### config.mk
export PLATFORM = sky130hd
export DESIGN_NAME = cpu_operand_addressing
export DESIGN_NICKNAME = d
export VERILOG_FILES = /design/src/operand_addr_pkg.sv /design/src/cpu_operand_addressing.sv
export SDC_FILE = /design/constraint.sdc
export NUM_CORES = 1
export LEC_CHECK = 0
export ABC_AREA = 1
export BUFFER_PORTS_ARGS = -buffer_cell sky130_fd_sc_hd__buf_4
export CELL_PAD_IN_SITES_DETAIL_PLACEMENT = 1
export CELL_PAD_IN_SITES_GLOBAL_PLACEMENT = 2
export CORE_MARGIN = 4
export CORE_UTILIZATION = 39
export CTS_BUF_LIST = sky130_fd_sc_hd__clkbuf_16
export CTS_CLUSTER_SIZE = 16
export DETAILED_ROUTE_END_ITERATION = 10
export PLACE_DENSITY = 0.95
export RECOVER_POWER = 25
export SLEW_MARGIN = 0
export SYNTH_ARGS = -nofsm -noshare
export SYNTH_HDL_FRONTEND = slang
export SYNTH_SLANG_ARGS = --single-unit
export TNS_END_PERCENT = 5
### constraint.sdc
create_clock -name clk -period 13.2 [get_ports clk]
set_input_delay 2.64 -clock clk [delete_from_list [all_inputs] [get_ports clk]]
set_output_delay 2.64 -clock clk [all_outputs]
set_load 0.05 [all_outputs]
### src/operand_addr_pkg.sv
// Package: register map, postbyte fields, modes and constants of the operand-address unit
package operand_addr_pkg;

  // AXI4-Lite register byte offsets
  localparam logic [7:0] OFS_ACCUM_PAIR   = 8'h00; // first (15:8) and second (7:0) accumulators
  localparam logic [7:0] OFS_FIRST_INDEX  = 8'h04;
  localparam logic [7:0] OFS_SECOND_INDEX = 8'h08;
  localparam logic [7:0] OFS_STACK_PTR    = 8'h0C;
  localparam logic [7:0] OFS_PROG_CNT     = 8'h10;
  localparam logic [7:0] OFS_COND_FLAGS   = 8'h14;
  localparam logic [7:0] OFS_DECODE_CTRL  = 8'h18; // write: bit0 start, 10:8 operand mode
  localparam logic [7:0] OFS_STREAM_LO    = 8'h1C; // instruction bytes 0..3, byte 0 at 7:0
  localparam logic [7:0] OFS_STREAM_HI    = 8'h20; // instruction bytes 4..7
  localparam logic [7:0] OFS_MEM_WORD     = 8'h24; // pointer word fetched for indirect modes
  localparam logic [7:0] OFS_RESULT       = 8'h28; // 15:0 effective address
  localparam logic [7:0] OFS_STATUS       = 8'h2C; // see status bits below
  localparam logic [7:0] OFS_RESET_VEC    = 8'h30; // start vector
  localparam int         ADDR_W           = 8;

  // Status bit positions
  localparam int ST_BUSY     = 0;
  localparam int ST_DONE     = 1;
  localparam int ST_ILLEGAL  = 2;
  localparam int ST_PAGE2    = 3;
  localparam int ST_INDIRECT = 4;
  localparam int ST_IMMED    = 5;
  localparam int ST_LEN_LO   = 8;  // instruction length, 4 bits
  localparam int ST_OPC_LO   = 16; // opcode byte

  // Condition flag positions, most significant first
  localparam int CF_STOPDIS = 7;
  localparam int CF_XMASK   = 6;
  localparam int CF_HALF    = 5;
  localparam int CF_IMASK   = 4;
  localparam int CF_NEG     = 3;
  localparam int CF_ZERO    = 2;
  localparam int CF_OVF     = 1;
  localparam int CF_CARRY   = 0;
  localparam logic [7:0] COND_FLAGS_RESET = 8'hD0; // stop-disable, both masks
  localparam logic [7:0] PAGE2_PREFIX     = 8'h18;
  localparam logic [15:0] RESET_VECTOR_ADDR = 16'hFFFE;

  // Base select field codes
  localparam logic [1:0] BASE_FIRST  = 2'b00;
  localparam logic [1:0] BASE_SECOND = 2'b01;
  localparam logic [1:0] BASE_STACK  = 2'b10;
  localparam logic [1:0] BASE_PROG   = 2'b11;

  // Operand mode requested by the opcode decoder
  typedef enum logic [2:0] {
    inherent_mode   = 3'd0,
    immediate8_mode = 3'd1,
    immediate16_mode= 3'd2,
    direct_mode     = 3'd3,
    extended_mode   = 3'd4,
    relative8_mode  = 3'd5,
    relative16_mode = 3'd6,
    indexed_mode    = 3'd7
  } operand_mode_t;

  // Indexed postbyte class
  typedef enum logic [2:0] {
    indexed_short_mode       = 3'd0,
    indexed_auto_mode        = 3'd1,
    indexed_nine_bit_mode    = 3'd2,
    indexed_sixteen_bit_mode = 3'd3,
    indexed_indirect_mode    = 3'd4,
    indexed_accum_mode       = 3'd5,
    accum_indirect_mode      = 3'd6
  } index_class_t;

  // Result of one decode
  typedef struct packed {
    logic [15:0] effAddr;
    logic [3:0]  length;
    logic        page2;
    logic        indirect;
    logic        immed;
    logic        illegal;
  } decode_result_t;

endpackage

### src/cpu_operand_addressing.sv
// Programmer register set and operand-address decoder behind an AXI4-Lite slave
// Behaviour
// - Registers live inside the core, never on the memory address space.
// - Two 8-bit accumulators also read and written together as one 16-bit value.
// - Indexed address is base plus 5, 9, 16-bit constant or accumulator.
// - Stack pointer addresses last used slot and serves as base everywhere.
// - Program counter holds next address; base in all but auto update forms.
// - Flags ordered stop-disable, X mask, half, I mask, N, Z, V, C.
// - Half-carry for decimal adjust; N Z V C reflect previous result.
// - Reset sets both masks, stop-disable and fetches the start vector.
// - Words are big endian, high byte at the lower address.
// - Instructions and operands may start at any byte address.
// - Direct mode address is zero high byte plus operand byte.
// - Immediate operand is in the stream, one or two bytes wide.
// - Extended uses a 16-bit address; relative adds 8/16-bit offset to PC.
// - Indexed carries a postbyte then zero, one or two extension bytes.
// - Postbyte bit5 clear gives signed 5-bit offset -16..+15.
// - 111rr0zs: z clear 9-bit offset signed by s, z set 16-bit offset.
// - 111rr011 adds 16-bit offset then uses fetched word as address.
// - rr1pnnnn adjusts base by 1..8 pre or post; PC base is illegal.
// - 111rr1aa adds unsigned first, second or double accumulator.
// - 111rr111 adds double accumulator and uses fetched word as address.
// - One-byte opcodes; prefix 18 hex selects the second opcode page.
`timescale 1ns/1ps
module cpu_operand_addressing
  import operand_addr_pkg::*;
(
  // Clock and reset
  input  wire logic        clk,
  input  wire logic        rst_n,
  // AXI4-Lite write address and data
  input  wire logic [31:0] s_axi_awaddr,
  input  wire logic        s_axi_awvalid,
  output logic             s_axi_awready,
  input  wire logic [31:0] s_axi_wdata,
  input  wire logic [3:0]  s_axi_wstrb,
  input  wire logic        s_axi_wvalid,
  output logic             s_axi_wready,
  // AXI4-Lite write response
  output logic [1:0]       s_axi_bresp,
  output logic             s_axi_bvalid,
  input  wire logic        s_axi_bready,
  // AXI4-Lite read
  input  wire logic [31:0] s_axi_araddr,
  input  wire logic        s_axi_arvalid,
  output logic             s_axi_arready,
  output logic [31:0]      s_axi_rdata,
  output logic [1:0]       s_axi_rresp,
  output logic             s_axi_rvalid,
  input  wire logic        s_axi_rready
);

  // Programmer registers, inside the core only
  logic [7:0]  firstAccum;
  logic [7:0]  secondAccum;
  logic [15:0] firstIndex;
  logic [15:0] secondIndex;
  logic [15:0] stackPointer;
  logic [15:0] programCounter;
  logic [7:0]  condFlags;
  logic [15:0] resetVector;
  // Decoder inputs and results
  logic [63:0] streamBytes;
  logic [15:0] memWord;
  operand_mode_t  opMode;
  decode_result_t result;
  logic        busy;
  logic        done;
  logic        needVector;
  // Bus channel capture
  logic        awHeld;
  logic        wHeld;
  logic [7:0]  awAddr;
  logic [31:0] wData;
  logic [3:0]  wStrb;
  logic        awBad;

  // Double accumulator, first byte on top
  logic [15:0] doubleAccum;
  assign doubleAccum = {firstAccum, secondAccum};

  // Instruction byte selector
  function automatic logic [7:0] streamByte(input logic [63:0] s, input int idx);
    streamByte = s[idx*8 +: 8];
  endfunction

  // Combinational decode of the buffered instruction
  logic [7:0]  opcByte;
  logic        isPage2;
  logic [3:0]  opcLen;
  logic [7:0]  postByte;
  logic [7:0]  ext1;
  logic [7:0]  ext2;
  logic [15:0] baseReg;
  logic [15:0] nextPc;
  logic [15:0] next_eff;
  logic [3:0]  next_len;
  logic        next_indirect;
  logic        next_illegal;
  logic        next_immed;
  logic        next_baseWrite;
  logic [15:0] next_baseValue;
  index_class_t idxClass;
  logic [1:0]  baseSel;

  always_comb begin
    isPage2 = (streamByte(streamBytes, 0) == PAGE2_PREFIX);
    opcLen  = isPage2 ? 4'd2 : 4'd1;
    opcByte = isPage2 ? streamByte(streamBytes, 1) : streamByte(streamBytes, 0);
    postByte = isPage2 ? streamByte(streamBytes, 2) : streamByte(streamBytes, 1);
    ext1     = isPage2 ? streamByte(streamBytes, 3) : streamByte(streamBytes, 2);
    ext2     = isPage2 ? streamByte(streamBytes, 4) : streamByte(streamBytes, 3);
    // Base field is bits 7:6 in short and auto forms, bits 4:3 in the 111rr forms
    baseSel  = (postByte[7:5] == 3'b111) ? postByte[4:3] : postByte[7:6];
    // Base register select
    unique case (baseSel)
      BASE_FIRST:  baseReg = firstIndex;
      BASE_SECOND: baseReg = secondIndex;
      BASE_STACK:  baseReg = stackPointer;
      BASE_PROG:   baseReg = programCounter;
    endcase
    // Postbyte class
    if (!postByte[5]) begin
      idxClass = indexed_short_mode;
    end else if (postByte[7:5] != 3'b111) begin
      idxClass = indexed_auto_mode;
    end else if (postByte[2:0] == 3'b011) begin
      idxClass = indexed_indirect_mode;
    end else if (postByte[2:0] == 3'b111) begin
      idxClass = accum_indirect_mode;
    end else if (postByte[2]) begin
      idxClass = indexed_accum_mode;
    end else if (postByte[1]) begin
      idxClass = indexed_sixteen_bit_mode;
    end else begin
      idxClass = indexed_nine_bit_mode;
    end
    next_eff       = 16'h0000;
    next_len       = opcLen;
    next_indirect  = 1'b0;
    next_illegal   = 1'b0;
    next_immed     = 1'b0;
    next_baseWrite = 1'b0;
    next_baseValue = baseReg;
    nextPc         = programCounter;
    unique case (opMode)
      inherent_mode: begin
        next_eff = 16'h0000;
      end
      immediate8_mode: begin
        next_immed = 1'b1;
        next_eff   = programCounter + 16'(opcLen);
        next_len   = opcLen + 4'd1;
      end
      immediate16_mode: begin
        next_immed = 1'b1;
        next_eff   = programCounter + 16'(opcLen);
        next_len   = opcLen + 4'd2;
      end
      direct_mode: begin
        next_eff = {8'h00, postByte};
        next_len = opcLen + 4'd1;
      end
      extended_mode: begin
        next_eff = {postByte, ext1};
        next_len = opcLen + 4'd2;
      end
      relative8_mode: begin
        next_len = opcLen + 4'd1;
        nextPc   = programCounter + 16'(next_len);
        next_eff = nextPc + {{8{postByte[7]}}, postByte};
      end
      relative16_mode: begin
        next_len = opcLen + 4'd2;
        nextPc   = programCounter + 16'(next_len);
        next_eff = nextPc + {postByte, ext1};
      end
      indexed_mode: begin
        unique case (idxClass)
          indexed_short_mode: begin
            next_len = opcLen + 4'd1;
            next_eff = baseReg + {{11{postByte[4]}}, postByte[4:0]};
          end
          indexed_auto_mode: begin
            next_len = opcLen + 4'd1;
            // Step 1..8 up, or -8..-1 down when the sign bit is set
            next_baseValue = baseReg + {{12{postByte[3]}}, postByte[3:0]}
                             + {15'h0000, ~postByte[3]};
            next_eff       = postByte[4] ? baseReg : next_baseValue;
            next_illegal   = (postByte[7:6] == BASE_PROG);
            next_baseWrite = !next_illegal;
          end
          indexed_nine_bit_mode: begin
            next_len = opcLen + 4'd2;
            next_eff = baseReg + {{8{postByte[0]}}, ext1};
          end
          indexed_sixteen_bit_mode: begin
            next_len = opcLen + 4'd3;
            next_eff = baseReg + {ext1, ext2};
          end
          indexed_indirect_mode: begin
            next_len      = opcLen + 4'd3;
            next_eff      = baseReg + {ext1, ext2};
            next_indirect = 1'b1;
          end
          indexed_accum_mode: begin
            next_len = opcLen + 4'd1;
            unique case (postByte[1:0])
              2'b00:   next_eff = baseReg + {8'h00, firstAccum};
              2'b01:   next_eff = baseReg + {8'h00, secondAccum};
              default: next_eff = baseReg + doubleAccum;
            endcase
          end
          accum_indirect_mode: begin
            next_len      = opcLen + 4'd1;
            next_eff      = baseReg + doubleAccum;
            next_indirect = 1'b1;
          end
          default: begin
            next_illegal = 1'b1;
          end
        endcase
      end
    endcase
  end

  // Decode sequencer: compute, then resolve indirection through the fetched word
  typedef enum logic [1:0] {
    ST_IDLE    = 2'b00,
    ST_CALC    = 2'b01,
    ST_POINTER = 2'b11
  } seq_state_t;
  seq_state_t seqState;
  logic       startPulse;

  always_ff @(posedge clk or negedge rst_n) begin
    if (!rst_n) begin
      seqState <= ST_IDLE;
      result   <= '0;
      busy     <= 1'b0;
      done     <= 1'b0;
    end else begin
      unique case (seqState)
        ST_IDLE: begin
          if (startPulse) begin
            seqState <= ST_CALC;
            busy     <= 1'b1;
            done     <= 1'b0;
          end
        end
        ST_CALC: begin
          result.effAddr  <= next_eff;
          result.length   <= next_len;
          result.page2    <= isPage2;
          result.indirect <= next_indirect;
          result.immed    <= next_immed;
          result.illegal  <= next_illegal;
          if (next_indirect) begin
            seqState <= ST_POINTER;
          end else begin
            seqState <= ST_IDLE;
            busy     <= 1'b0;
            done     <= 1'b1;
          end
        end
        ST_POINTER: begin
          result.effAddr <= memWord;
          seqState       <= ST_IDLE;
          busy           <= 1'b0;
          done           <= 1'b1;
        end
        default: begin
          seqState <= ST_IDLE;
        end
      endcase
    end
  end

  // Bus write channel capture; address and data accepted in either order
  logic doWrite;
  assign doWrite = awHeld && wHeld && !s_axi_bvalid;

  always_ff @(posedge clk or negedge rst_n) begin
    if (!rst_n) begin
      awHeld        <= 1'b0;
      wHeld         <= 1'b0;
      awAddr        <= 8'h00;
      awBad         <= 1'b0;
      wData         <= 32'h0000_0000;
      wStrb         <= 4'h0;
      s_axi_awready <= 1'b0;
      s_axi_wready  <= 1'b0;
      s_axi_bvalid  <= 1'b0;
      s_axi_bresp   <= 2'b00;
    end else begin
      s_axi_awready <= !awHeld && !s_axi_awready && s_axi_awvalid;
      s_axi_wready  <= !wHeld && !s_axi_wready && s_axi_wvalid;
      if (s_axi_awvalid && s_axi_awready) begin
        awHeld <= 1'b1;
        awAddr <= s_axi_awaddr[ADDR_W-1:0];
        // Full address judged at capture, the master may move it afterwards
        awBad  <= (s_axi_awaddr[ADDR_W-1:0] > OFS_RESET_VEC) || (s_axi_awaddr[31:ADDR_W] != '0)
                  || (s_axi_awaddr[1:0] != 2'b00);
      end
      if (s_axi_wvalid && s_axi_wready) begin
        wHeld <= 1'b1;
        wData <= s_axi_wdata;
        wStrb <= s_axi_wstrb;
      end
      if (doWrite) begin
        awHeld       <= 1'b0;
        wHeld        <= 1'b0;
        s_axi_bvalid <= 1'b1;
        s_axi_bresp  <= awBad ? 2'b10 : 2'b00;
      end else if (s_axi_bvalid && s_axi_bready) begin
        s_axi_bvalid <= 1'b0;
      end
    end
  end

  // Register writes; start of a decode comes from the control word
  assign startPulse = doWrite && !awBad && awAddr == OFS_DECODE_CTRL && wStrb[0] && wData[0]
                      && !busy;

  always_ff @(posedge clk or negedge rst_n) begin
    if (!rst_n) begin
      firstAccum     <= 8'h00;
      secondAccum    <= 8'h00;
      firstIndex     <= 16'h0000;
      secondIndex    <= 16'h0000;
      stackPointer   <= 16'h0000;
      programCounter <= 16'h0000;
      condFlags      <= COND_FLAGS_RESET;
      streamBytes    <= 64'h0000_0000_0000_0000;
      memWord        <= 16'h0000;
      opMode         <= inherent_mode;
      resetVector    <= 16'h0000;
      needVector     <= 1'b1;
    end else begin
      if (needVector) begin
        programCounter <= resetVector;
        needVector     <= 1'b0;
      end
      if (seqState == ST_CALC && next_baseWrite) begin
        unique case (postByte[7:6])
          BASE_FIRST:  firstIndex   <= next_baseValue;
          BASE_SECOND: secondIndex  <= next_baseValue;
          default:     stackPointer <= next_baseValue;
        endcase
      end
      if (doWrite && !awBad) begin
        unique case (awAddr)
          OFS_ACCUM_PAIR: begin
            if (wStrb[1]) firstAccum  <= wData[15:8];
            if (wStrb[0]) secondAccum <= wData[7:0];
          end
          OFS_FIRST_INDEX:  firstIndex     <= wData[15:0];
          OFS_SECOND_INDEX: secondIndex    <= wData[15:0];
          OFS_STACK_PTR:    stackPointer   <= wData[15:0];
          OFS_PROG_CNT:     programCounter <= wData[15:0];
          OFS_COND_FLAGS:   condFlags      <= wData[7:0];
          OFS_DECODE_CTRL:  opMode         <= operand_mode_t'(wData[10:8]);
          OFS_STREAM_LO:    streamBytes[31:0]  <= wData;
          OFS_STREAM_HI:    streamBytes[63:32] <= wData;
          OFS_MEM_WORD:     memWord        <= wData[15:0];
          OFS_RESET_VEC:    resetVector    <= wData[15:0];
          default: begin
          end
        endcase
      end
    end
  end

  // Read channel: one read at a time, answered two edges after the address
  logic [31:0] readWord;
  logic        arBad;
  assign arBad = (s_axi_araddr[ADDR_W-1:0] > OFS_RESET_VEC) || (s_axi_araddr[31:ADDR_W] != '0)
                 || (s_axi_araddr[1:0] != 2'b00);
  always_comb begin
    unique case (s_axi_araddr[ADDR_W-1:0])
      OFS_ACCUM_PAIR:   readWord = {16'h0000, doubleAccum};
      OFS_FIRST_INDEX:  readWord = {16'h0000, firstIndex};
      OFS_SECOND_INDEX: readWord = {16'h0000, secondIndex};
      OFS_STACK_PTR:    readWord = {16'h0000, stackPointer};
      OFS_PROG_CNT:     readWord = {16'h0000, programCounter};
      OFS_COND_FLAGS:   readWord = {24'h00_0000, condFlags};
      OFS_DECODE_CTRL:  readWord = {21'h00_0000, opMode, 8'h00};
      OFS_STREAM_LO:    readWord = streamBytes[31:0];
      OFS_STREAM_HI:    readWord = streamBytes[63:32];
      OFS_MEM_WORD:     readWord = {16'h0000, memWord};
      OFS_RESULT:       readWord = {16'h0000, result.effAddr};
      OFS_STATUS:       readWord = {8'h00, opcByte, 4'h0, result.length, 2'b00,
                                    result.immed, result.indirect, result.page2,
                                    result.illegal, done, busy};
      OFS_RESET_VEC:    readWord = {16'h0000, resetVector};
      default:          readWord = 32'h0000_0000;
    endcase
  end

  always_ff @(posedge clk or negedge rst_n) begin
    if (!rst_n) begin
      s_axi_arready <= 1'b0;
      s_axi_rvalid  <= 1'b0;
      s_axi_rdata   <= 32'h0000_0000;
      s_axi_rresp   <= 2'b00;
    end else begin
      s_axi_arready <= s_axi_arvalid && !s_axi_arready && !s_axi_rvalid;
      if (s_axi_arvalid && s_axi_arready) begin
        s_axi_rvalid <= 1'b1;
        s_axi_rdata  <= arBad ? 32'h0000_0000 : readWord;
        s_axi_rresp  <= arBad ? 2'b10 : 2'b00;
      end else if (s_axi_rvalid && s_axi_rready) begin
        s_axi_rvalid <= 1'b0;
      end
    end
  end

  // Checks
  property p_reset_flags;
    @(posedge clk) disable iff (!rst_n)
    $rose(rst_n) |-> condFlags[CF_STOPDIS] && condFlags[CF_XMASK] && condFlags[CF_IMASK];
  endproperty
  a_reset_flags: assert property (p_reset_flags) else $error("masks not set after reset");

  property p_direct_page;
    @(posedge clk) disable iff (!rst_n)
    (seqState == ST_CALC && opMode == direct_mode) |=> result.effAddr[15:8] == 8'h00;
  endproperty
  a_direct_page: assert property (p_direct_page) else $error("direct address off page");

  property p_short_offset;
    @(posedge clk) disable iff (!rst_n)
    (seqState == ST_CALC && opMode == indexed_mode && !postByte[5])
      |-> next_eff == baseReg + {{11{postByte[4]}}, postByte[4:0]};
  endproperty
  a_short_offset: assert property (p_short_offset) else $error("short offset wrong");

  property p_pc_auto_illegal;
    @(posedge clk) disable iff (!rst_n)
    (seqState == ST_CALC && opMode == indexed_mode && idxClass == indexed_auto_mode)
      |=> $stable(programCounter);
  endproperty
  a_pc_auto_illegal: assert property (p_pc_auto_illegal) else $error("pc auto accepted");

  property p_indirect_fetch;
    @(posedge clk) disable iff (!rst_n)
    (seqState == ST_CALC && next_indirect) |=> seqState == ST_POINTER ##1 done;
  endproperty
  a_indirect_fetch: assert property (p_indirect_fetch) else $error("no pointer step");

  property p_accum_d;
    @(posedge clk) disable iff (!rst_n)
    (seqState == ST_CALC && opMode == indexed_mode && idxClass == indexed_accum_mode
     && postByte[1:0] == 2'b10) |-> next_eff == baseReg + doubleAccum;
  endproperty
  a_accum_d: assert property (p_accum_d) else $error("accumulator offset wrong");

  property p_page2;
    @(posedge clk) disable iff (!rst_n)
    (seqState == ST_CALC && streamByte(streamBytes, 0) == PAGE2_PREFIX) |=> result.page2;
  endproperty
  a_page2: assert property (p_page2) else $error("page two missed");

  property p_done_bound;
    @(posedge clk) disable iff (!rst_n)
    startPulse |=> ##[1:2] done;
  endproperty
  a_done_bound: assert property (p_done_bound) else $error("decode too slow");

endmodule // cpu_operand_addressing

==> results.rst, run 1 <==
.. list-table::
   :header-rows: 1

   * - Metric
     - Value
   * - Run status
     - finished, violations left
   * - Flip-flop and latch count after synthesis
     - ~300
   * - Leading cell types by count after synthesis
     - 648 x sky130_fd_sc_hd__nand2_1, 380 x sky130_fd_sc_hd__o21ai_0, 295 x sky130_fd_sc_hd__dfrtp_1, 285 x sky130_fd_sc_hd__inv_1, 192 x sky130_fd_sc_hd__a21oi_1
   * - Post-Route Utilization
     - a little under half
   * - Maximum number of pins on one net before global-route repair
     - 84
   * - Maximum operating frequency
     - 135.7 MHz
   * - Final RePlAce weighted congestion
     - ~1.0
   * - Highest routed metal layer
     - met5
   * - Arrival @ worst endpoint
     - between 7 and 8 ns
   * - Final worst path period share
     - 55.84%
   * - Number of cells produced by synthesis
     - 2767
   * - Static leakage
     - about 0.011 uW
   * - Effective utilization at floorplan
     - between 30% and 40%
   * - Post-synthesis area per instance
     - around 7.4 um^2
   * - Number of distinct standard cells referenced by the synthesized netlist
     - 64
   * - Starting DRC count in detailed routing
     - 2017
   * - Iteration count of the initial detailed-routing pass
     - 6
   * - Area share of the largest cell type after synthesis
     - between 30% and 40%
   * - Total negative slack for setup checks
     - 0 ns
   * - Worst Tran Pin Value
     - approximately 4.6 ns
   * - Main flop type after synthesis
     - sky130_fd_sc_hd__dfrtp_1
   * - Setup-violating endpoint count in the final report
     - 0
   * - Root buffer selected by CTS
     - sky130_fd_sc_hd__clkbuf_16
   * - Area added between synthesis and finish
     - 13.45%
   * - Via count of the first global-routing pass
     - ~22000
   * - Final cell count without fillers
     - about 3600
   * - Number of design rule violations left after detail routing
     - 0
   * - Count of endpoints failing hold in the final timing report
     - 0
   * - Number of placement rows
     - 83
   * - Clock-pin slew on the worst setup and hold paths
     - ~0.060 ns
   * - I/O pin total
     - approximately 150
   * - Global-route wire length before repair
     - around 140 mm
   * - Number of placed instances, taps included
     - 3509
   * - Synth area leader
     - sky130_fd_sc_hd__dfrtp_1
   * - Via count normalized by instance count
     - ~6
   * - Top post-synthesis cells by area
     - sky130_fd_sc_hd__dfrtp_1 36%, sky130_fd_sc_hd__nand2_1 12%, sky130_fd_sc_hd__o21ai_0 9.3%
   * - Number of levels the H-tree was split into
     - 2
   * - Number of nets with antenna violations after detailed routing
     - 0
   * - Max-capacitance violation count
     - 3
   * - Total CTS buffers
     - 36
   * - Filler Cell Count
     - ~6500
   * - Gr usage total
     - between 30 and 40%
   * - Netlist area before placement
     - around 20000 um^2
   * - FF-to-FF setup slack
     - around 6.6 ns
   * - Worst EP required
     - roughly 14 ns
   * - Amount of wire on met2 after detailed routing
     - 40.75 mm
   * - Number of setup buffers added after CTS
     - 0
   * - WL/cell
     - around 26 um
   * - Diodes inserted
     - 0
   * - Violations in the final reports
     - capacitance limit, slew limit
   * - Time the worst path needs with I/O delays and setup
     - approximately 7.4 ns
   * - Y dimension of the die
     - 237.2 um
   * - Final HPWL DP
     - slightly above 70 mm
   * - Maximum buffer depth of the clock tree
     - 3
   * - Relative max-transition margin
     - -208.5%
   * - Crit path setup slack, layout
     - roughly 5.8 ns
   * - Hold WS
     - roughly 0.47 ns
   * - Skew final
     - around 0.033 ns
   * - Detailed Route WL
     - 93.59 mm
   * - Fraction of the yosys area taken by sequential cells
     - 36.54%
   * - Area of the placeable core
     - a little over 50000 um^2
   * - Class of the worst hold path
     - reg -> reg
   * - TritonCTS Sinks
     - between 200 and 300
   * - Routed length on met3
     - 8.022 mm
   * - Leading cell type by number of instances after synthesis
     - sky130_fd_sc_hd__nand2_1
   * - TritonCTS clock tree
     - done
   * - Die outline area
     - about 56000 um^2
   * - Number of synthesized flops with an enable pin
     - 0
   * - Chip Width
     - 237.2 um
   * - Pwr dens
     - ~110 nW/um^2
   * - Start-to-end type of the worst setup path
     - in -> async
   * - Post-Route M1 WL
     - a little under 40 mm
   * - Peak ir drop on the vdd network
     - roughly 0.00012 V
   * - Fraction of layout instances using a drive strength above 1
     - 10.37%
   * - Worst Setup End Kind
     - async pin
   * - Number of port buffers
     - around 140
   * - Clock latency on the worst-skew pair
     - approximately 0.58 ns
   * - Dpl ws
     - between 6 and 7 ns
   * - Hold buffers post-CTS
     - 0
   * - Number of vias in the routed layout
     - approximately 21000
   * - Element type at the critical path start
     - primary input
   * - Synth warnings
     - 0
   * - Count of final max-slew check failures
     - between 150 and 200
   * - GR Overflow Total
     - 0
   * - Unrepaired setup endpoints after global routing
     - no
   * - CP Max Fanout
     - 83
   * - Initial antenna violation count
     - 2
   * - Async SR Flop Fraction
     - 100.0%
   * - Net count, final
     - 3095
   * - Post_cts resized
     - 0
sequential cells by signal, indices dropped and copies added (netlist names), 16 cells and up:
name,flops
resetVector,16
programCounter,16
wData,32
streamBytes,64
result,23
firstIndex,16
secondIndex,16
memWord,16
s_axi_rdata,32
stackPointer,16
metrics by stage:
step           power [uW]  instance area, um^2
3_5_place_dp         1619                22200
2_1_floorplan        1347                20500
6_report             2543                23240
5_1_grt              2643                23240
4_1_cts              2540                23270
3_3_place_gp         1592                22200
layout make-up:
cell class	instances	area (um^2)	area share (%)
Clock inverter	28	171.4	0.7374
Clock buffer	36	900.9	3.876
Inverter	315	1182	5.087
Sequential cell	299	7487	32.21
Timing Repair Buffer	169	1254	5.393
Tap cell	680	850.8	3.660
Multi-Input combinational cell	2046	11400	49.04
kinds of logic (layout without fill, tap and decap cells):
| group | after synthesis | after routing | share of synthesized area (%) |
|---|---|---|---|
| XOR/XNOR | 41 | 41 | 1.753 |
| flip-flops | 299 | 299 | 36.54 |
| AND/OR/NAND/NOR | 1070 | 1070 | 22.77 |
| other | 1 | 3 | 0.01830 |
| multiplexers | 2 | 2 | 0.1099 |
| AO/OA/AOI/OAI | 809 | 809 | 22.92 |
| adder cells (fa/ha/maj) | 121 | 121 | 7.829 |
| buffers and inverters | 424 | 548 | 8.067 |
cell usage in the layout (no fill, tap or decap), drive strengths merged, types with 3 or more instances in the layout:
| cell | synthesis | routed |
|---|---|---|
| nand2 | 672 | 672 |
| o21ai | 399 | 399 |
| inv | 303 | 308 |
| dfrtp | 295 | 295 |
| a21oi | 192 | 192 |
| buf | 20 | 162 |
| nor2 | 148 | 148 |
| nand3 | 137 | 137 |
| ha | 109 | 109 |
| clkbuf | 89 | 43 |
| a221oi | 37 | 37 |
| a22oi | 36 | 36 |
| nor3 | 36 | 36 |
| clkinv | 12 | 34 |
| xor2 | 27 | 27 |
| nor4 | 27 | 27 |
| nand4 | 24 | 24 |
| o22ai | 23 | 23 |
| a22o | 22 | 22 |
| o211ai | 18 | 18 |
| o221ai | 14 | 14 |
| xnor2 | 14 | 14 |
| o2111ai | 14 | 14 |
| or2 | 14 | 14 |
| fa | 12 | 12 |
| o31ai | 9 | 9 |
| o21a | 7 | 7 |
| nand3b | 6 | 6 |
| a31oi | 6 | 6 |
| a211oi | 6 | 6 |
| o21bai | 5 | 5 |
| a21o | 4 | 4 |
| dfstp | 4 | 4 |
| a32o | 3 | 3 |
| conb | 1 | 3 |
| nor3b | 3 | 3 |
layer usage:
metal	track usage, %	up-vias
met4	15.99	4
met1	43.54	10530
met5	1.178	-
met3	7.135	224
met2	49.79	933
li1	-	9669
worst max-delay path: stages:
cell and delay (ns):
sky130_fd_sc_hd__clkbuf_1 3.18, sky130_fd_sc_hd__buf_4 1.13, sky130_fd_sc_hd__buf_4 0.84
path summary, 6_finish.rpt:
check / start / endpoint / cells past startpoint
min in group asynchronous: rst_n / wData[13] / 1
worst min-delay path: s_axi_wready / s_axi_wready / 1
worst max-delay path: rst_n / wData[26] / 3
worst max register to register: streamBytes[7] / result[18] / 27
worst min register to register: s_axi_wready / s_axi_wready / 1
max in group clk: streamBytes[7] / result[18] / 27
where the power goes:
group	total [uW]	internal, uW	switching (uW)
combinational	533	123	410
clock	926	502	424
sequential	1080	1010	70.1
Note: power is estimated with default switching activity, not from simulation.
==> inputs of run 2 (changes only) <==
--- a/config.mk
+++ b/config.mk
@@ -10,11 +10,11 @@
 export CELL_PAD_IN_SITES_DETAIL_PLACEMENT = 1
 export CELL_PAD_IN_SITES_GLOBAL_PLACEMENT = 2
 export CORE_MARGIN = 4
-export CORE_UTILIZATION = 39
+export CORE_UTILIZATION = 32
 export CTS_BUF_LIST = sky130_fd_sc_hd__clkbuf_16
 export CTS_CLUSTER_SIZE = 16
 export DETAILED_ROUTE_END_ITERATION = 10
-export PLACE_DENSITY = 0.95
+export PLACE_DENSITY = 0.88
 export RECOVER_POWER = 25
 export SLEW_MARGIN = 0
 export SYNTH_ARGS = -nofsm -noshare
==> constraint.sdc (replaced) <==
create_clock -name clk -period 6.7 [get_ports clk]
set_input_delay 1.34 -clock clk [delete_from_list [all_inputs] [get_ports clk]]
set_output_delay 1.34 -clock clk [all_outputs]
set_load 0.05 [all_outputs]
==> results.rst, run 2 (synthesis results as in run 1) <==
.. list-table::
   :header-rows: 1

   * - Metric
     - Value
   * - Run status
     - finished, violations left
   * - Violations in the final reports
     - capacitance limit, slew limit
   * - Maximum number of pins on one net before global-route repair
     - 120 (+43%)
   * - Iteration count of the initial detailed-routing pass
     - 5 (-1)
   * - Initial antenna violation count
     - 2 (unchanged)
   * - Clock latency on the worst-skew pair
     - 0.58 ns (about the same)
   * - Peak ir drop on the vdd network
     - 0.0002350 V (+92%)
   * - Worst Tran Pin Value
     - 4.637 ns (+0.009511 ns)
   * - Start-to-end type of the worst setup path
     - reg -> reg
   * - Maximum buffer depth of the clock tree
     - 3 (unchanged)
   * - Worst Setup End Kind
     - flop
   * - Max FFs per register
     - 64 (unchanged)
   * - Number of vias in the routed layout
     - 21440 (+0.37%)
   * - Net count, final
     - 3112 (+0.55%)
   * - Pwr dens
     - 215.1 nW/um^2 (+97%)
   * - Post-Layout Inst Area
     - 23640 um^2 (+1.7%)
   * - Hold WS
     - 0.4561 ns (-0.008920 ns)
   * - Number of nets with antenna violations after detailed routing
     - 0 (unchanged)
   * - Maximum operating frequency
     - approximately 160 MHz
   * - Static leakage
     - 0.01094 uW (+1.1%)
   * - Arrival @ worst endpoint
     - 6.52 ns (-1.41 ns)
   * - Highest-count cells in the layout ignoring fill and taps
     - 646 x sky130_fd_sc_hd__nand2_1, 380 x sky130_fd_sc_hd__o21ai_0, 295 x sky130_fd_sc_hd__dfrtp_1
   * - Fraction of layout instances using a drive strength above 1
     - 10.97% (+0.60 points)
   * - Dpl ws
     - 0.8727 ns (-5.888 ns)
   * - Hold buffers post-CTS
     - 0 (unchanged)
   * - GR Overflow Total
     - 0 (unchanged)
   * - DP Area
     - 22550 um^2 (+1.6%)
   * - Unrepaired setup endpoints after global routing
     - no
   * - Final cell count without fillers
     - 3755 (+5.1%)
   * - Die outline area
     - 68140 um^2 (+21%)
   * - Diodes inserted
     - 0 (unchanged)
   * - Class of the worst hold path
     - reg -> reg
   * - Largest registers ranked by flip-flop count
     - streamBytes x64, s_axi_rdata x32, wData x32
   * - CP Max Fanout
     - 20 (-76%)
   * - Relative max-transition margin
     - -209.1% (-0.63 points)
   * - Clock-pin slew on the worst setup and hold paths
     - 0.06 ns (about the same)
   * - Max-capacitance violation count
     - 3 (unchanged)
   * - Number of levels the H-tree was split into
     - 2 (unchanged)
   * - Final worst path period share
     - around nine tenths
   * - WL/cell
     - 25.43 um (-2.9%)
   * - Crit path setup slack, layout
     - 0.6082 ns (-5.221 ns)
   * - Via count of the first global-routing pass
     - 21770 (+0.23%)
   * - Starting DRC count in detailed routing
     - 1983 (-1.7%)
   * - Gr usage total
     - 27.60% (-4.9 points)
   * - Root buffer selected by CTS
     - sky130_fd_sc_hd__clkbuf_16
   * - Multi-input gate area in the final layout
     - 11400 um^2 (unchanged)
   * - Skew final
     - 0.04310 ns (+0.009870 ns)
   * - Most frequent standard cell in the layout excluding fill and tap cells
     - sky130_fd_sc_hd__nand2_1
   * - Largest register by flop count
     - streamBytes
   * - Count of final max-slew check failures
     - 182 (unchanged)
   * - Number of placement rows
     - 92 (+11%)
   * - TritonCTS clock tree
     - done
   * - Filler Cell Count
     - 7789 (+20%)
   * - Total CTS buffers
     - 36 (unchanged)
   * - Via count normalized by instance count
     - 5.709 (-4.5%)
   * - Post_cts resized
     - 0 (unchanged)
   * - Final HPWL DP
     - 74.53 mm (+3.4%)
   * - Area of the placeable core
     - 63200 um^2 (+22%)
   * - Total negative slack for setup checks
     - 0 ns (unchanged)
   * - I/O pin total
     - 148 (unchanged)
   * - Effective utilization at floorplan
     - 32.42% (-7.3 points)
   * - Global-route wire length before repair
     - 141.6 mm (+1.8%)
   * - FF-to-FF setup slack
     - 0.61 ns (-5.97 ns)
   * - Number of port buffers
     - 143 (unchanged)
   * - TritonCTS Sinks
     - 299 (unchanged)
   * - Final RePlAce weighted congestion
     - 0.9947 (-3.2%)
   * - Detailed Route WL
     - 95.49 mm (+2.0%)
   * - Number of placed instances, taps included
     - 3692 (+5.2%)
   * - Storage element area
     - 7487 um^2 (unchanged)
   * - Time the worst path needs with I/O delays and setup
     - around 6 ns
   * - Element type at the critical path start
     - flop
   * - Y dimension of the die
     - 261.0 um (+10%)
   * - Chip Width
     - 261.0 um (+10%)
   * - Number of design rule violations left after detail routing
     - 0 (unchanged)
   * - Number of setup buffers added after CTS
     - 0 (unchanged)
   * - Setup-violating endpoint count in the final report
     - 0 (unchanged)
   * - Count of endpoints failing hold in the final timing report
     - 0 (unchanged)
   * - Worst EP required
     - 7.13 ns (-6.62 ns)
   * - Area added between synthesis and finish
     - 15.36%
-- run 2: cell types whose count changed in the layout (fill, tap and decap cells not counted) --
| cell | change |
|---|---|
| sky130_fd_sc_hd__clkinv_2 | +1 |
| sky130_fd_sc_hd__buf_12 | +1 |
| sky130_fd_sc_hd__clkbuf_1 | +1 |
| sky130_fd_sc_hd__bufinv_16 | +2 |
| sky130_fd_sc_hd__inv_1 | +2 |
| sky130_fd_sc_hd__buf_4 | +15 |
| sky130_fd_sc_hd__clkinv_1 | -6 |
| sky130_fd_sc_hd__clkbuf_2 | +1 |
| sky130_fd_sc_hd__clkbuf_4 | -1 |
-- run 2: layout make-up --
| class | instances | share of cell area, % |
|---|---|---|
| Multi-Input combinational cell | 2046 | 48.22 |
| Sequential cell | 299 | 31.68 |
| Timing Repair Buffer | 186 | 5.871 |
| Inverter | 315 | 5.002 |
| Tap cell | 846 | 4.478 |
| Clock buffer | 36 | 3.811 |
| Clock inverter | 27 | 0.9370 |
-- run 2: stage by stage --
| stage | utilization, % | power (uW) |
|---|---|---|
| 2_1_floorplan | - | 2654 |
| 3_3_place_gp | 35.68 | 3145 |
| 3_5_place_dp | 35.68 | 3188 |
| 4_1_cts | 37.45 | 5094 |
| 5_1_grt | 37.40 | 5293 |
| 6_report | 37.40 | 5084 |
-- run 2: path summary, 6_finish.rpt --
path                           startpoint             to  cells after the start
setup / recovery           streamBytes[7]     result[21]                     26
hold / removal               s_axi_wready   s_axi_wready                      1
setup reg to reg           streamBytes[7]     result[21]                     26
hold reg to reg              s_axi_wready   s_axi_wready                      1
max in group asynchronous           rst_n  firstAccum[4]                      2
min in group asynchronous           rst_n       wData[2]                      1
-- run 2: critical path, cell delays in order, from the launching register on --
cell,delay (ns)
sky130_fd_sc_hd__dfrtp_1,0.38
sky130_fd_sc_hd__inv_1,0.14
sky130_fd_sc_hd__nand2_1,0.15
sky130_fd_sc_hd__nor2_8,0.21
sky130_fd_sc_hd__nand2_4,0.21
sky130_fd_sc_hd__nand2_1,0.14
sky130_fd_sc_hd__nand2_2,0.16
sky130_fd_sc_hd__nand2_4,0.12
sky130_fd_sc_hd__buf_4,0.25
sky130_fd_sc_hd__nand2_2,0.25
sky130_fd_sc_hd__o21ai_1,0.61
sky130_fd_sc_hd__inv_1,0.35
sky130_fd_sc_hd__ha_1,0.38
sky130_fd_sc_hd__nand2_1,0.06
sky130_fd_sc_hd__o31ai_1,0.42
sky130_fd_sc_hd__nand2_1,0.11
sky130_fd_sc_hd__nand2_1,0.16
sky130_fd_sc_hd__a21boi_0,0.16
sky130_fd_sc_hd__o21ai_0,0.40
sky130_fd_sc_hd__a21oi_1,0.18
sky130_fd_sc_hd__xor2_1,0.19
sky130_fd_sc_hd__o21ai_0,0.31
sky130_fd_sc_hd__nand3_1,0.25
sky130_fd_sc_hd__nand2_1,0.11
sky130_fd_sc_hd__nand2_1,0.07
sky130_fd_sc_hd__nand2_1,0.09
sky130_fd_sc_hd__nand2_1,0.05
-- run 2: routing by layer --
metal  global-route usage, %  wire, um  share of wire (%)  up-vias
met2                   43.11     42080                 44      892
met4                   12.40      5136                5.4        0
li1                        -         -                  -     9697
met3                   4.390      6869                7.2      195
met5                       0         0                  0        -
met1                   37.80     41410                 43    10650
-- run 2: power by group --
group          total, uW  internal, uW  switching [uW]  leakage, uW
Sequential          2130          2000             136      0.00406
Clock               1910          1070             843     0.000572
Combinational       1040           243             800      0.00631
Total               5080          3310            1780       0.0109
==> inputs of run 3 (changes only) <==
--- a/config.mk
+++ b/config.mk
@@ -10,11 +10,11 @@
 export CELL_PAD_IN_SITES_DETAIL_PLACEMENT = 1
 export CELL_PAD_IN_SITES_GLOBAL_PLACEMENT = 2
 export CORE_MARGIN = 4
-export CORE_UTILIZATION = 32
+export CORE_UTILIZATION = 39
 export CTS_BUF_LIST = sky130_fd_sc_hd__clkbuf_16
 export CTS_CLUSTER_SIZE = 16
 export DETAILED_ROUTE_END_ITERATION = 10
-export PLACE_DENSITY = 0.88
+export PLACE_DENSITY = 0.95
 export RECOVER_POWER = 25
 export SLEW_MARGIN = 0
 export SYNTH_ARGS = -nofsm -noshare
==> constraint.sdc (replaced) <==
create_clock -name clk -period 7.8 [get_ports clk]
set_input_delay 1.56 -clock clk [delete_from_list [all_inputs] [get_ports clk]]
set_output_delay 1.56 -clock clk [all_outputs]
set_load 0.05 [all_outputs]
==> results.rst, run 3 (synthesis results as in run 1) <==
.. list-table::
   :header-rows: 1

   * - Metric
     - Value
   * - Max FFs per register
     - 64 (unchanged)
   * - WL/cell
     - 26.11 um (+2.7%)
   * - Area added between synthesis and finish
     - 13.73%
   * - Number of design rule violations left after detail routing
     - 0 (unchanged)
   * - Start-to-end type of the worst setup path
     - reg -> reg
   * - Clock latency on the worst-skew pair
     - 0.57 ns (about the same)
   * - Iteration count of the initial detailed-routing pass
     - 5 (unchanged)
   * - Count of endpoints failing hold in the final timing report
     - 0 (unchanged)
   * - Starting DRC count in detailed routing
     - 2323 (+17%)
   * - Maximum operating frequency
     - 153.8 MHz (-6.3%)
   * - Final RePlAce weighted congestion
     - 1.009 (+1.4%)
   * - Category of cells accounting for the largest share of critical-path delay
     - simple AND/OR/NAND/NOR gates
   * - I/O pin total
     - 148 (unchanged)
   * - Slowest cell on the critical path
     - sky130_fd_sc_hd__fa_1
   * - Post_cts resized
     - 0 (unchanged)
   * - Global-route wire length before repair
     - 138.3 mm (-2.3%)
   * - Gr usage total
     - 32.19% (+4.6 points)
   * - Worst EP required
     - 8.23 ns (+1.10 ns)
   * - GR Overflow Total
     - 0 (unchanged)
   * - Number of setup buffers added after CTS
     - 0 (unchanged)
   * - Most numerous cell on the critical path
     - sky130_fd_sc_hd__nand2_1
   * - Root buffer selected by CTS
     - sky130_fd_sc_hd__clkbuf_16
   * - Y dimension of the die
     - 237.2 um (-9.1%)
   * - Clock-pin slew on the worst setup and hold paths
     - 0.06 ns (about the same)
   * - Initial antenna violation count
     - 1 (-1)
   * - Via count normalized by instance count
     - 6.018 (+5.4%)
   * - Highest-count cells in the layout ignoring fill and taps
     - 646 x sky130_fd_sc_hd__nand2_1, 380 x sky130_fd_sc_hd__o21ai_0, 295 x sky130_fd_sc_hd__dfrtp_1
   * - Element type at the critical path start
     - flop
   * - Skew final
     - 0.02151 ns (-0.02160 ns)
   * - Number of port buffers
     - 143 (unchanged)
   * - Largest register by flop count
     - streamBytes
   * - Via count of the first global-routing pass
     - 21830 (+0.26%)
   * - Net count, final
     - 3098 (-0.45%)
   * - Total negative slack for setup checks
     - 0 ns (unchanged)
   * - Static leakage
     - 0.01088 uW (-0.59%)
   * - TritonCTS clock tree
     - done
   * - Peak ir drop on the vdd network
     - 0.0002191 V (-6.8%)
   * - Number of placement rows
     - 83 (-9.8%)
   * - Class of the worst hold path
     - reg -> reg
   * - Largest registers ranked by flip-flop count
     - streamBytes x64, s_axi_rdata x32, wData x32
   * - Pwr dens
     - 186.3 nW/um^2 (-13%)
   * - Arrival @ worst endpoint
     - 6.94 ns (+0.42 ns)
   * - CP Max Fanout
     - 53 (+170%)
   * - Max-capacitance violation count
     - 4 (+1)
   * - Final worst path period share
     - 83.37% (-7.6 points)
   * - Final HPWL DP
     - 71.63 mm (-3.9%)
   * - Number of levels the H-tree was split into
     - 2 (unchanged)
   * - Maximum number of pins on one net before global-route repair
     - 160 (+33%)
   * - Filler Cell Count
     - 6448 (-17%)
   * - Number of vias in the routed layout
     - 21530 (+0.42%)
   * - Diodes inserted
     - 0 (unchanged)
   * - Hold WS
     - 0.4734 ns (+0.01725 ns)
   * - Count of final max-slew check failures
     - 203 (+12%)
   * - Die outline area
     - 56270 um^2 (-17%)
   * - Relative max-transition margin
     - -170.9% (+38 points)
   * - Worst Tran Pin Value
     - 4.064 ns (-0.5729 ns)
   * - Total CTS buffers
     - 36 (unchanged)
   * - Chip Width
     - 237.2 um (-9.1%)
   * - Unrepaired setup endpoints after global routing
     - no
   * - Maximum buffer depth of the clock tree
     - 3 (unchanged)
   * - Run status
     - finished, violations left
   * - Area of the placeable core
     - 51610 um^2 (-18%)
   * - Number of nets with antenna violations after detailed routing
     - 0 (unchanged)
   * - TritonCTS Sinks
     - 299 (unchanged)
   * - Effective utilization at floorplan
     - 39.70% (+7.3 points)
   * - Worst Setup End Kind
     - flop
   * - Fraction of layout instances using a drive strength above 1
     - 10.60% (-0.37 points)
   * - Max incr delay on CP
     - 0.43 ns (-0.18 ns)
   * - Hold buffers post-CTS
     - 0 (unchanged)
   * - Detailed Route WL
     - 93.41 mm (-2.2%)
   * - Time the worst path needs with I/O delays and setup
     - 6.503 ns (+0.4112 ns)
   * - Crit path buf inv count
     - 4 (+1)
   * - Violations in the final reports
     - capacitance limit, slew limit
   * - Setup-violating endpoint count in the final report
     - 0 (unchanged)
   * - Most frequent standard cell in the layout excluding fill and tap cells
     - sky130_fd_sc_hd__nand2_1
==> run 3: cell count changes in the layout (fill, tap and decap cells not counted), sizes merged <==
cell	before	now
bufinv	2	1
inv	310	312
clkinvlp	1	0
clkinv	29	30
buf	178	163
clkbuf	44	46
==> run 3: power breakdown <==
group	internal [uW]	switching, uW
Sequential	1720	123
Combinational	208	678
Clock	902	714
Total	2830	1520
==> run 3: per-layer routing <==
| metal | vias to the layer above | share of wire, % | global-route usage [%] |
|---|---|---|---|
| li1 | 9656 | - | - |
| met1 | 10670 | 42 | 43.89 |
| met2 | 977 | 44 | 49.51 |
| met3 | 227 | 8.6 | 6.753 |
| met4 | 0 | 5.5 | 14.38 |
| met5 | - | 0 | 0 |
==> run 3: final timing paths <==
path	start	endpoint	slack [ns]	cells after the start
max	streamBytes[7]	result[20]	1.30	30
min in group asynchronous	rst_n	wData[10]	2.41	1
min reg2reg	s_axi_awready	s_axi_awready	0.47	1
min	s_axi_awready	s_axi_awready	0.47	1
max in group asynchronous	rst_n	streamBytes[48]	2.82	2
max reg2reg	streamBytes[7]	result[20]	1.30	30
==> run 3: per-stage QoR <==
step | util, % | instance area, um^2 | total power, uW | worst slack, ns | cells
after floorplan | - | 20500 | 2280 | 3.198 | 2769
after global placement | 43.08 | 22230 | 2688 | 1.625 | 3512
after detailed placement | 43.08 | 22230 | 2728 | 1.499 | 3512
after CTS | 45.21 | 23330 | 4337 | 1.463 | 3577
after global routing | 45.15 | 23300 | 4508 | 0.8108 | 3577
final | 45.15 | 23300 | 4341 | 1.297 | 3577
==> run 3: cell type report <==
cell class / count / area, um^2 / share of cell area [%]
clock buffer: 37 / 925.9 / 3.973
clock inverter: 28 / 175.2 / 0.7517
tap: 680 / 850.8 / 3.651
sequential: 299 / 7487 / 32.13
multi-input combinational: 2046 / 11400 / 48.92
timing repair buffer: 172 / 1281 / 5.498
inverter: 315 / 1182 / 5.074
